[src/rtl/i2ccr_defs.vh]
`ifndef I2CCR_DEFS_VH
`define I2CCR_DEFS_VH

// ==========================================================
// register offsets (byte addresses)
`define I2CCR_OFF_CTRL    8'h00
`define I2CCR_OFF_STATE   8'h0c
`define I2CCR_OFF_IRQSTAT 8'h40
`define I2CCR_OFF_IRQMASK 8'h44

// ==========================================================
// control register fields
`define I2CCR_BIT_IE      7
`define I2CCR_BIT_EN      6
`define I2CCR_BIT_STA     5
`define I2CCR_BIT_STO     4
`define I2CCR_BIT_SI      3
`define I2CCR_BIT_AA      2
`define I2CCR_CTRL_WMASK  8'hf4

// ==========================================================
// reset values
`define I2CCR_CTRL_RST    8'h00
`define I2CCR_STATE_RST   8'hf8
`define I2CCR_MASK_RST    2'h0

// ==========================================================
// interrupt status layout
`define I2CCR_EV_SI       0
`define I2CCR_EV_STOP     1

// ==========================================================
// ahb encodings
`define I2CCR_HTRANS_NSQ  1'b1

`endif

[src/rtl/i2ccr_ctrl.v]
// Behaviour
// - interrupt requested only when enable and flag set
// - new state code sets interrupt flag
// - flag cleared only by software writing one
// - bit 6 turns bus function on
// - start request enters master, starts when free
// - master stop request cleared on stop detect
// - slave stop request returns to not-addressed
// - ack assert set: drive data low at ack
// - ack assert clear: leave data high at ack
// - stop request cleared while controller disabled
//
// Decided for this implementation: the AHB-Lite slave port.
`timescale 1ns/100ps
`include "i2ccr_defs.vh"

module i2ccr_ctrl (
  input  wire        hclk,
  input  wire        hresetn,
  input  wire        hsel,
  input  wire [31:0] haddr,
  input  wire [1:0]  htrans,
  input  wire        hwrite,
  input  wire [2:0]  hsize,
  input  wire [31:0] hwdata,
  input  wire        hready,
  output wire [31:0] hrdata,
  output wire        hreadyout,
  output wire        hresp,
  input  wire        state_load,
  input  wire [4:0]  state_code,
  input  wire        stop_seen,
  input  wire        bus_free,
  input  wire        is_master,
  input  wire        byte_start,
  input  wire        ack_slot,
  output wire        controller_enable,
  output wire        start_request,
  output wire        end_transfer_request,
  output wire        send_start,
  output wire        send_stop,
  output wire        slave_release,
  output wire        sda_o,
  output wire        sda_oe,
  output wire        irq_ctrl,
  output wire        irq
);

  // ==========================================================
  // address phase capture
  reg        wr_pend_r;
  reg [7:0]  addr_r;
  wire       ph_valid;
  wire       wr_ctrl;
  wire       wr_istat;
  wire       wr_imask;

  assign ph_valid = hsel & hready & htrans[1];

  always @(posedge hclk or negedge hresetn) begin
    if (!hresetn) begin
      wr_pend_r <= 1'b0;
      addr_r    <= 8'h00;
    end else begin
      wr_pend_r <= ph_valid & hwrite;
      if (ph_valid) begin
        addr_r <= haddr[7:0];
      end
    end
  end

  // one decode function used by all write strobes and read mux
  function is_reg;
    input [7:0] a;
    input [7:0] off;
    begin
      is_reg = (a == off);
    end
  endfunction

  assign wr_ctrl  = wr_pend_r & is_reg(addr_r, `I2CCR_OFF_CTRL);
  assign wr_istat = wr_pend_r & is_reg(addr_r, `I2CCR_OFF_IRQSTAT);
  assign wr_imask = wr_pend_r & is_reg(addr_r, `I2CCR_OFF_IRQMASK);

  // ==========================================================
  // control register
  reg  [7:0] ctrl_r;
  reg  [7:0] ctrl_nxt;
  reg  [4:0] state_r;
  wire [7:0] wmask;

  assign wmask = `I2CCR_CTRL_WMASK;

  always @* begin
    ctrl_nxt = ctrl_r;
    if (wr_ctrl) begin
      // si is write-one-to-clear, other fields plain r/w
      ctrl_nxt = (hwdata[7:0] & wmask & ~(8'h01 << `I2CCR_BIT_SI)) |
                 (ctrl_r & (8'h01 << `I2CCR_BIT_SI));
      if (hwdata[`I2CCR_BIT_SI]) begin
        ctrl_nxt[`I2CCR_BIT_SI] = 1'b0;
      end
    end
    // hardware set wins over a same-cycle software clear
    if (state_load) begin
      ctrl_nxt[`I2CCR_BIT_SI] = 1'b1;
    end
    if (stop_seen && is_master) begin
      ctrl_nxt[`I2CCR_BIT_STO] = 1'b0;
    end
    if (!ctrl_nxt[`I2CCR_BIT_EN]) begin
      ctrl_nxt[`I2CCR_BIT_STO] = 1'b0;
    end
    ctrl_nxt[1:0] = 2'h0;
  end

  always @(posedge hclk or negedge hresetn) begin
    if (!hresetn) begin
      ctrl_r  <= `I2CCR_CTRL_RST;
      state_r <= 5'h1f;
    end else begin
      ctrl_r <= ctrl_nxt;
      if (state_load) begin
        state_r <= state_code;
      end
    end
  end

  assign controller_enable    = ctrl_r[`I2CCR_BIT_EN];
  assign start_request        = ctrl_r[`I2CCR_BIT_STA];
  assign end_transfer_request = ctrl_r[`I2CCR_BIT_STO];

  // ==========================================================
  // bus actions, gated by the enable
  // start waits for a free bus; pin routing is software's job
  assign send_start    = controller_enable & start_request & bus_free;
  assign send_stop     = controller_enable & end_transfer_request & is_master;
  // slave side: stop request drops back to not-addressed, data ignored
  assign slave_release = controller_enable & end_transfer_request & ~is_master;

  // ==========================================================
  // acknowledge drive
  i2ccr_ack_drv u_ack (
    .hclk       (hclk),
    .hresetn    (hresetn),
    .ack_assert (ctrl_r[`I2CCR_BIT_AA]),
    .byte_start (byte_start),
    .ack_slot   (ack_slot),
    .enable     (controller_enable),
    .sda_o      (sda_o),
    .sda_oe     (sda_oe)
  );

  // ==========================================================
  // interrupt status: si event and stop-clear event, w1c
  reg  [1:0] istat_r;
  reg  [1:0] imask_r;
  wire [1:0] ev;

  assign ev = {stop_seen & is_master & end_transfer_request, state_load};

  always @(posedge hclk or negedge hresetn) begin
    if (!hresetn) begin
      istat_r <= 2'h0;
      imask_r <= `I2CCR_MASK_RST;
    end else begin
      // set beats clear in the same cycle
      istat_r <= (istat_r & ~({2{wr_istat}} & hwdata[1:0])) | ev;
      if (wr_imask) begin
        imask_r <= hwdata[1:0];
      end
    end
  end

  assign irq_ctrl = ctrl_r[`I2CCR_BIT_IE] & ctrl_r[`I2CCR_BIT_SI];
  assign irq      = |(istat_r & imask_r);

  // ==========================================================
  // read mux, registered data output
  reg [31:0] rdata_r;

  always @(posedge hclk or negedge hresetn) begin
    if (!hresetn) begin
      rdata_r <= 32'h0000_0000;
    end else if (ph_valid && !hwrite) begin
      if (is_reg(haddr[7:0], `I2CCR_OFF_CTRL)) begin
        rdata_r <= {24'h000000, ctrl_nxt};
      end else if (is_reg(haddr[7:0], `I2CCR_OFF_STATE)) begin
        rdata_r <= {24'h000000, state_r, 3'h0};
      end else if (is_reg(haddr[7:0], `I2CCR_OFF_IRQSTAT)) begin
        rdata_r <= {30'h0, istat_r};
      end else if (is_reg(haddr[7:0], `I2CCR_OFF_IRQMASK)) begin
        rdata_r <= {30'h0, imask_r};
      end else begin
        rdata_r <= 32'h0000_0000; // unmapped reads zero
      end
    end
  end

  assign hrdata    = rdata_r;
  assign hreadyout = 1'b1;
  assign hresp     = 1'b0;

endmodule // i2ccr_ctrl

[src/rtl/i2ccr_ack_drv.v]
`timescale 1ns/100ps

// ==========================================================
// acknowledge drive: pulls data low in the ack slot when ack_assert
// was set before the byte came in; otherwise releases (nack)
module i2ccr_ack_drv (
  input  wire hclk,
  input  wire hresetn,
  input  wire ack_assert,
  input  wire byte_start,
  input  wire ack_slot,
  input  wire enable,
  output wire sda_o,
  output wire sda_oe
);
  reg ack_latched_r;

  // sample policy at byte start, so a late change does not alter this slot
  always @(posedge hclk or negedge hresetn) begin
    if (!hresetn) begin
      ack_latched_r <= 1'b0;
    end else if (byte_start) begin
      ack_latched_r <= ack_assert;
    end
  end

  assign sda_o  = 1'b0;
  assign sda_oe = enable & ack_slot & ack_latched_r;
endmodule // i2ccr_ack_drv

[config.mk]
export PLATFORM = sky130hd
export DESIGN_NAME = i2ccr_ctrl
export DESIGN_NICKNAME = d
export VERILOG_FILES = /design/src/rtl/i2ccr_ctrl.v /design/src/rtl/i2ccr_ack_drv.v
export VERILOG_INCLUDE_DIRS = /design/src /design/src/rtl
export SDC_FILE = /design/constraint.sdc
export NUM_CORES = 1
export LEC_CHECK = 0
export BUFFER_PORTS_ARGS = -buffer_cell sky130_fd_sc_hd__buf_2
export CORE_UTILIZATION = 36
export CTS_CLUSTER_SIZE = 40
export DETAILED_ROUTE_END_ITERATION = 10
export GPL_TIMING_DRIVEN = 0
export PLACE_DENSITY = 0.85
export SLEW_MARGIN = 30
export SYNTH_ARGS = -nofsm -noshare
export SYNTH_HDL_FRONTEND = slang
export SYNTH_SLANG_ARGS = --single-unit
[constraint.sdc]
create_clock -name hclk -period 1.8 [get_ports hclk]
set_input_delay 0.18 -clock hclk [delete_from_list [all_inputs] [get_ports hclk]]
set_output_delay 0.18 -clock hclk [all_outputs]
set_load 0.01 [all_outputs]
### Yosys cells after proc, flatten, opt, wreduce, memory -nomap -nowiden

Cells that the tools add are included.

| word-level totals | value |
|---|---|
| register bits | 57 |
| input bits | 85 |
| output and inout port bits | 44 |
| word-level logic and storage cells | 51 |

| operators by class | value |
|---|---|
| eq/ne operators | 5 |
| muxes and demuxes | 9 |
| bitwise logic cells | 23 |
| reductions and logical operators | 6 |

Operators by type and width:

| kind | number |
|---|---|
| 8-bit by 7-bit equality test with 1-bit output, second input constant | 4 |
| 8-bit 2-to-1 mux | 3 |
| 1-bit AND | 16 |
| 8-bit zero test | 2 |
| 8-bit by 4-bit equality test with 1-bit output, second input constant | 1 |
| 8-bit by 4-bit bitwise OR with 8-bit output | 1 |
| 2-bit AND | 3 |
| 1-bit 2-to-1 mux | 4 |
| 2-bit 2-to-1 mux | 2 |
| 1-bit logical AND | 2 |
| 2-bit inverter | 1 |
| 2-bit bitwise OR | 1 |
| 2-bit OR reduction | 1 |
| 1-bit zero test | 1 |
| 1-bit inverter | 1 |

### Depth between registers and ports, before layout

Gate-level depths: netlist (run 1).

| depth | value |
|---|---|
| depth after elaboration | 6 |
| mapped depth | 4 |
| gate-level depth less buffers | 4 |

### Hierarchy

Synthesis (run 1) repeated with hierarchy kept, for this count alone.

| second synthesis, totals | value |
|---|---|
| cell total of the unflattened synthesis | 152 |
| area, all modules | 1,677.9 sq um |

By module, submodules not included:

| module | times used | cells an instance | area each (sq um) | seq. area each (sq um) |
|---|---|---|---|---|
| i2ccr_ctrl | 1 | 147 | 1,620.3 | 807.0 |
| i2ccr_ack_drv | 1 | 5 | 57.6 | 25.0 |

### Least setup slack after synthesis (run 1)

OpenSTA, ideal clock, no wires.

| path | value |
|---|---|
| kind | register to register |
| from | reg addr_r[7] |
| to | reg rdata_r[5], in the netlist hrdata[5] |
| setup time | 0.127 ns |
| arrival | 1.605 ns |
| required time | 1.673 ns |
| path slack | 0.067 ns |
| stages on the path, launching flop included | 5 |
| path buffers | 0 |
| clock period less this slack | 1.733 ns |
| cell sequence | dfrtp_1 or4b_4 nor4_4 mux2i_1 o21ai_1 |

| on the way | value |
|---|---|
| longest elaborated chain between the ends | 4 |

Ends and longest elaborated chain:

| what | line | text |
|---|---|---|
| from (decl) | i2ccr_ctrl.v:52 | `reg [7:0] addr_r;` |
| from (signal assigned) | i2ccr_ctrl.v:67 | `addr_r <= haddr[7:0];` |
| 8-bit zero test | i2ccr_ctrl.v:77 | `is_reg = (a == off);` |
| 1-bit AND | i2ccr_ctrl.v:81 | `` assign wr_ctrl = wr_pend_r & is_reg(addr_r, `I2CCR_OFF_CTRL); `` |
| 8-bit 2-to-1 mux | i2ccr_ctrl.v:96 | `if (wr_ctrl) begin` |
| 8-bit 2-to-1 mux | i2ccr_ctrl.v:186 | `` if (is_reg(haddr[7:0], `I2CCR_OFF_CTRL)) begin `` |
| to (signal assigned) | i2ccr_ctrl.v:187 | `rdata_r <= {24'h000000, ctrl_nxt};` |
| to (signal assigned) | i2ccr_ctrl.v:189 | `rdata_r <= {24'h000000, state_r, 3'h0};` |
| to (signal assigned) | i2ccr_ctrl.v:191 | `rdata_r <= {30'h0, istat_r};` |
| to (decl) | i2ccr_ctrl.v:180 | `reg [31:0] rdata_r;` |

No other way between the ends.
A chain may end at the register's enable or synchronous reset.

### Final worst setup path (run 1)

Ends and elaborated chain as after synthesis.

==> summary.txt, run 1 <==
Power and ir drop
  – Leakage: 0.00115 uW
  – Switching part of the total: 26.3%
  – Internal Pwr Total: 1200 uW
  – Clock power frac: 32.7%
  – Switching power: 428 uW
  – Peak supply drop: 504 uV
  – Overall power: 1630 uW
  – PD cells: between 700 and 800 nW/um2
  – Gate power share: between 10 and 15%
  – Reg power frac: roughly 53%

Finish
  – Fillers: 428
  – Area of the multi-input gates: 731 um2
  – Register area: 832 um2
  – Layout cells sized above 1: 50.9%
  – Most frequent cells in the layout: 48 x buf_2, 28 x dfrtp_1, 27 x buf_4, 27 x conb_1, 17 x mux2_2
  – Post-route insts no fill: approximately 280
  – Area grow syn2layout: 32.3%
  – Nets@finish: 316
  – # diodes: 0
  – Most common cell after layout, fill and taps aside: buf_2
  – Final Core Density: 50.0%

Timing
  – Minimum clock period: 1.78 ns
  – Hold Vio Cnt, Final: 0
  – Crit share post-route: 98.8%
  – Slew Limit Fails: 0
  – Relative slew margins: 52.6%
  – Fmax: 0.562 GHz
  – Total negative slack: 0 ns
  – RSZ-0062 raised after global routing: true
  – Final Skew: a little over 0.003 ns
  – Worst-Margin Slew: 0.711 ns
  – # setup viols final: 0
  – WHS: 0.119 ns

Worst setup path
  – Worst Setup Path Type: reg2reg
  – Worst path max stage delay: 0.59 ns
  – Critical path endpoint category: flip-flop
  – Worst r2r dst: hrdata[5]
  – Slowest-stage cell, CP: or4b_4
  – Worst-path cell chain: or4b_4 -> nor4_4 -> buf_6 -> mux2i_2 -> o21ai_1
  – Reg-to-reg setup timing slack: 0.02 ns
  – Startpoint types: flip-flop
  – Critical Path RT: roughly 2 ns
  – Worst reg2reg path depth: 5
  – Crit path arrival time: about 2.0 ns
  – Crit path max fanout: 4
  – R2r startpoint: addr_r[7]

Floorplan
  – Die X-Extent: 70.1 um
  – Row cnt: 24
  – Die Y-Extent: ~70 um
  – Die ar.: 4910 um2
  – Core ar.: 4410 um2
  – Initial core utilization: 37.8%
  – Io pins: 129

Clock network
  – TritonCTS Buffers: 5
  – Clk root buf: clkbuf_8
  – Clk Latency, worst-skew pair: 0.28 ns
  – Clock Sinks: 33
  – Clock transition at path regs: 0.07 ns
  – H-tree depth: 2
  – Clock buffer depth: 2
  – CTS tree: built

Yosys
  – Netlist area before placement: 1670 um2
  – Number of synthesis warnings: 0
  – Seq/Total Area, Yosys: roughly half
  – Post-Syn Area per Cell: 11.2 um2
  – Post-synth top area cell: dfrtp_1
  – Post-synth top area share: 42.0%
  – FF+latch count, synth: 33
  – Mapped Cells: 149
  – Synth top area cells: dfrtp_1 42%, buf_4 12%, mux2_2 11%, dfstp_2 7.9%, mux2i_1 3.6%
  – Post-synth cell types: 31

Job
  – Maxcap violations: 0

Global routing
  – Initial antenna violation count: 0
  – Overflow after GRT: 0
  – Vias in the first global route: between 1000 and 1500
  – Gr usage total: 14.8%
  – First-pass GRT wire length: 5600 um
  – Pin count of the biggest net entering global routing: 34

Routing
  – Drc violations: 0
  – ANT nets after route: 0
  – Via count: 1282
  – Total wire length: 3460 um
  – Vias per cell: roughly 4.5
  – DR WL/cell: 12.2 um
  – DR pass1 iterations: 4
  – 1st-iter DRT viols: 56

Placement
  – PortBufs: 48
  – Placed cell count: 274
  – Post-DP HPWL: 2690 um
  – Final GP Congestion: 0.778

Worst hold path
  – Hold depth: 3
  – Hold Startpoint: hwrite
  – Endpoint, Worst Hold: wr_pend_r
  – Worst Hold Class: in2reg

Outcome
  – Status: finished clean
-- stage by stage --
stage | instance area (um2) | setup slack (ns)
final | 2210 | 0.0210
after global routing | 2210 | -0.0745
after CTS | 2180 | 0.0184
after detailed placement | 2070 | -0.130
after global placement | 2070 | -0.0939
after floorplan | 1760 | 0.0674
-- power by group through the flow --
stage                     registers (uW)  clock network [uW]  logic (uW)
after global routing                 867                 588         265
after detailed placement             868                   0         231
final                                858                 534         240
after CTS                            856                 556         234
after global placement               863                   0         226
after floorplan                      856                   0         154
-- Yosys cell counts --
master,n
o211ai_1,1
o21ai_0,3
a22o_1,1
or3_1,1
and2_1,2
or2_2,1
conb_1,2
a22oi_1,3
dfstp_2,5
mux2i_1,6
and3_1,3
or4_1,1
nor4_1,2
nand2_1,7
nor2_1,8
clkbuf_1,1
nor3_1,2
a31o_2,1
nand3_1,8
or4b_4,2
a21o_1,1
a31oi_1,1
or4_4,1
nand4b_1,1
a32o_1,1
o21ai_1,4
mux2_2,17
dfrtp_1,28
buf_4,27
inv_1,7
nor4_4,1
-- routing by layer --
metal / track usage [%] / wire, um / vias to the layer above
met5: 0 / 0 / -
met2: 24.7 / 1670 / 56
met4: 6.00 / 61 / 0
met1: 18.2 / 1480 / 588
met3: 3.90 / 257 / 8
li1: - / - / 630
-- logic make-up (layout without fill, tap and decap cells) --
group / count (synthesis) / count (layout) / synth area share [%]
mux: 23 / 23 / 15.1
simple gates: 40 / 40 / 14.3
buf+inv: 35 / 93 / 13.9
compound gates: 16 / 16 / 6.37
other cells: 2 / 27 / 0.450
flops: 33 / 33 / 49.9
-- sequential cells by signal, indices dropped and copies added (netlist names) --
name                 count
state_r                  5
hrdata                   8
imask_r                  2
istat_r                  2
u_ack.ack_latched_r      1
ctrl_r                   6
addr_r                   8
wr_pend_r                1
-- timing repair --
action	CTS	global route
endpoints found under the setup margin	9	9
resized for setup	1	7
endpoints found under the hold margin	28	0
pin swaps	1	0
setup buffers	1	0
hold buffers	1	0
-- worst max-delay path by stage --
stage	from	to	slack, ns
after global routing	addr_r[7]	hrdata[2]	-0.07
after detailed placement	addr_r[7]	hrdata[7]	-0.13
after floorplan	addr_r[7]	hrdata[5]	0.07
final	addr_r[7]	hrdata[5]	0.02
after global placement	addr_r[7]	hrdata[7]	-0.09
after CTS	addr_r[7]	hrdata[7]	0.02
-- critical path: cells and delay by family (launching register included) --
family | cells | cell delay [ns]
simple gates | 2 | 0.75
flops | 1 | 0.38
buf+inv | 1 | 0.18
compound gates | 1 | 0.10
mux | 1 | 0.25
-- layout make-up --
type,count,area share [%]
buffer,28,9.35
clock buffer,5,3.12
clock inverter,3,0.793
inverter,7,1.19
multi-input combinational,106,33.1
sequential,33,37.7
tap,52,2.95
timing repair buffer,50,11.8
Power figures use the tool's default switching activity.
==> run 2, diff against run 1 <==
==> constraint.sdc (replaced) <==
create_clock -name hclk -period 1.8 [get_ports hclk]
set_input_delay 0.36 -clock hclk [delete_from_list [all_inputs] [get_ports hclk]]
set_output_delay 0.36 -clock hclk [all_outputs]
set_load 0.01 [all_outputs]
==> run 2 against run 1 <==
Register-to-register slack is essentially flat. Wire length decreased by 0.49%. Flip-flop and latch count did not move. Final area is 0.57% higher. Largest power group unchanged.
==> summary.txt, run 2 (synthesis results as in run 1) <==
Finish
  – Most frequent cells in the layout: 48 x buf_2, 30 x buf_4, 28 x dfrtp_1, 27 x conb_1, 17 x mux2_2
  – Nets@finish: 318
  – Area grow syn2layout: 33.1%
  – Most common cell after layout, fill and taps aside: buf_2
  – Final Core Density: roughly 50%
  – Layout cells sized above 1: between 50% and 60%
  – # diodes: 0
  – Fillers: 428

Timing
  – Crit share post-route: between 90% and 100%
  – Final Skew: 0.00329 ns
  – Fmax: 0.563 GHz
  – Hold Vio Cnt, Final: 0
  – Total negative slack: 0 ns
  – Worst-Margin Slew: 0.716 ns
  – Minimum clock period: 1.78 ns
  – Relative slew margins: 52.2%
  – # setup viols final: 0
  – RSZ-0062 raised after global routing: true
  – Slew Limit Fails: 0

Clock network
  – Clock transition at path regs: ~0.070 ns
  – Clk Latency, worst-skew pair: 0.28 ns
  – Clock Sinks: 33
  – Clk root buf: clkbuf_8
  – TritonCTS Buffers: 5
  – H-tree depth: 2
  – CTS tree: built
  – Clock buffer depth: 2

Routing
  – DR pass1 iterations: 4
  – Total wire length: 3450 um
  – 1st-iter DRT viols: 48
  – Via count: 1307
  – DR WL/cell: 12.1 um
  – Vias per cell: 4.57
  – ANT nets after route: 0
  – Drc violations: 0

Global routing
  – Initial antenna violation count: 0
  – First-pass GRT wire length: ~5600 um
  – Vias in the first global route: 1240
  – Gr usage total: 14.8%
  – Overflow after GRT: 0
  – Pin count of the biggest net entering global routing: 34

Job
  – Maxcap violations: 0

Worst setup path
  – Crit path arrival time: 1.95 ns
  – Crit path buf inv count: 1
  – R2r startpoint: addr_r[7]
  – Worst Setup Path Type: reg2reg
  – CP top delay family: simple AND/OR/NAND/NOR gates
  – Slowest-stage cell, CP: or4b_4
  – Worst-path cell chain: or4b_4 -> nor4_4 -> buf_6 -> mux2i_2 -> o21ai_1
  – Worst reg2reg path depth: 5
  – Reg-to-reg setup timing slack: 0.02 ns
  – Critical Path RT: 1.97 ns
  – Critical path endpoint category: flip-flop
  – Crit path max fanout: 4
  – Startpoint types: flip-flop
  – Worst path max stage delay: 0.59 ns
  – Worst r2r dst: hrdata[5]

Power and ir drop
  – Peak supply drop: between 500 and 600 uV
  – Overall power: 1630 uW
  – PD cells: 735 nW/um2
  – Leakage: 0.00116 uW

Placement
  – Final GP Congestion: between 0.7 and 0.8
  – Post-DP HPWL: 2690 um
  – PortBufs: 48

Floorplan
  – Row cnt: 24
  – Die ar.: 4910 um2
  – Io pins: 129
  – Die X-Extent: 70.1 um
  – Initial core utilization: 37.8%
  – Die Y-Extent: 70.1 um
  – Core ar.: 4410 um2

Outcome
  – Status: finished clean

Worst hold path
  – Worst Hold Class: in2async
[run 2: layer usage]
layer / up-vias / global-route usage, % / part of all wire, %
met4: 0 / 6.00 / 1.6
li1: 637 / - / -
met2: 61 / 24.5 / 48
met5: - / 0 / 0
met1: 601 / 18.2 / 42
met3: 8 / 3.90 / 8.0
[run 2: how the worst max path moves through the flow]
stage | cells after the start | endpoint | slack, ns | start
floorplan | 4 | hrdata[5] | 0.07 | addr_r[7]
global route | 5 | hrdata[2] | -0.07 | addr_r[7]
CTS | 5 | hrdata[7] | 0.02 | addr_r[7]
finish | 5 | hrdata[5] | 0.02 | addr_r[7]
global placement | 5 | hrdata[3] | -0.20 | hwrite
detailed placement | 5 | hrdata[3] | -0.25 | hwrite
[run 2: timing repair]
item	4_1_cts	5_1_grt
buffers inserted	1	3
gates resized for setup	1	7
pin swaps	1	0
hold buffers	0	0
setup endpoints to repair	9	10
[run 2: area by class of cell]
cell class                 count  area, um2  area share, %
tap                           52       65.1           2.93
timing repair buffer          52        274           12.3
clock buffer                   5       68.8           3.10
inverter                       7       26.3           1.18
buffer                        28        206           9.30
sequential                    33        832           37.5
multi-input combinational    106        731           32.9
clock inverter                 3       17.5          0.789
[run 2: where the power goes]
part	switching [uW]	internal (uW)
Clock	267	266
Sequential	50.1	808
Combinational	111	130
Total	428	1200
[run 2: per-stage QoR]
| stage | instance area [um2] | setup WS (ns) | instances | hold slack, ns |
|---|---|---|---|---|
| 2_1_floorplan | 1760 | 0.0674 | 174 | 0.0644 |
| 3_3_place_gp | 2070 | -0.202 | 274 | 0.452 |
| 3_5_place_dp | 2070 | -0.250 | 274 | 0.451 |
| 4_1_cts | 2170 | 0.0184 | 283 | 0.143 |
| 5_1_grt | 2220 | -0.0745 | 286 | 0.175 |
| 6_report | 2220 | 0.0243 | 286 | 0.125 |
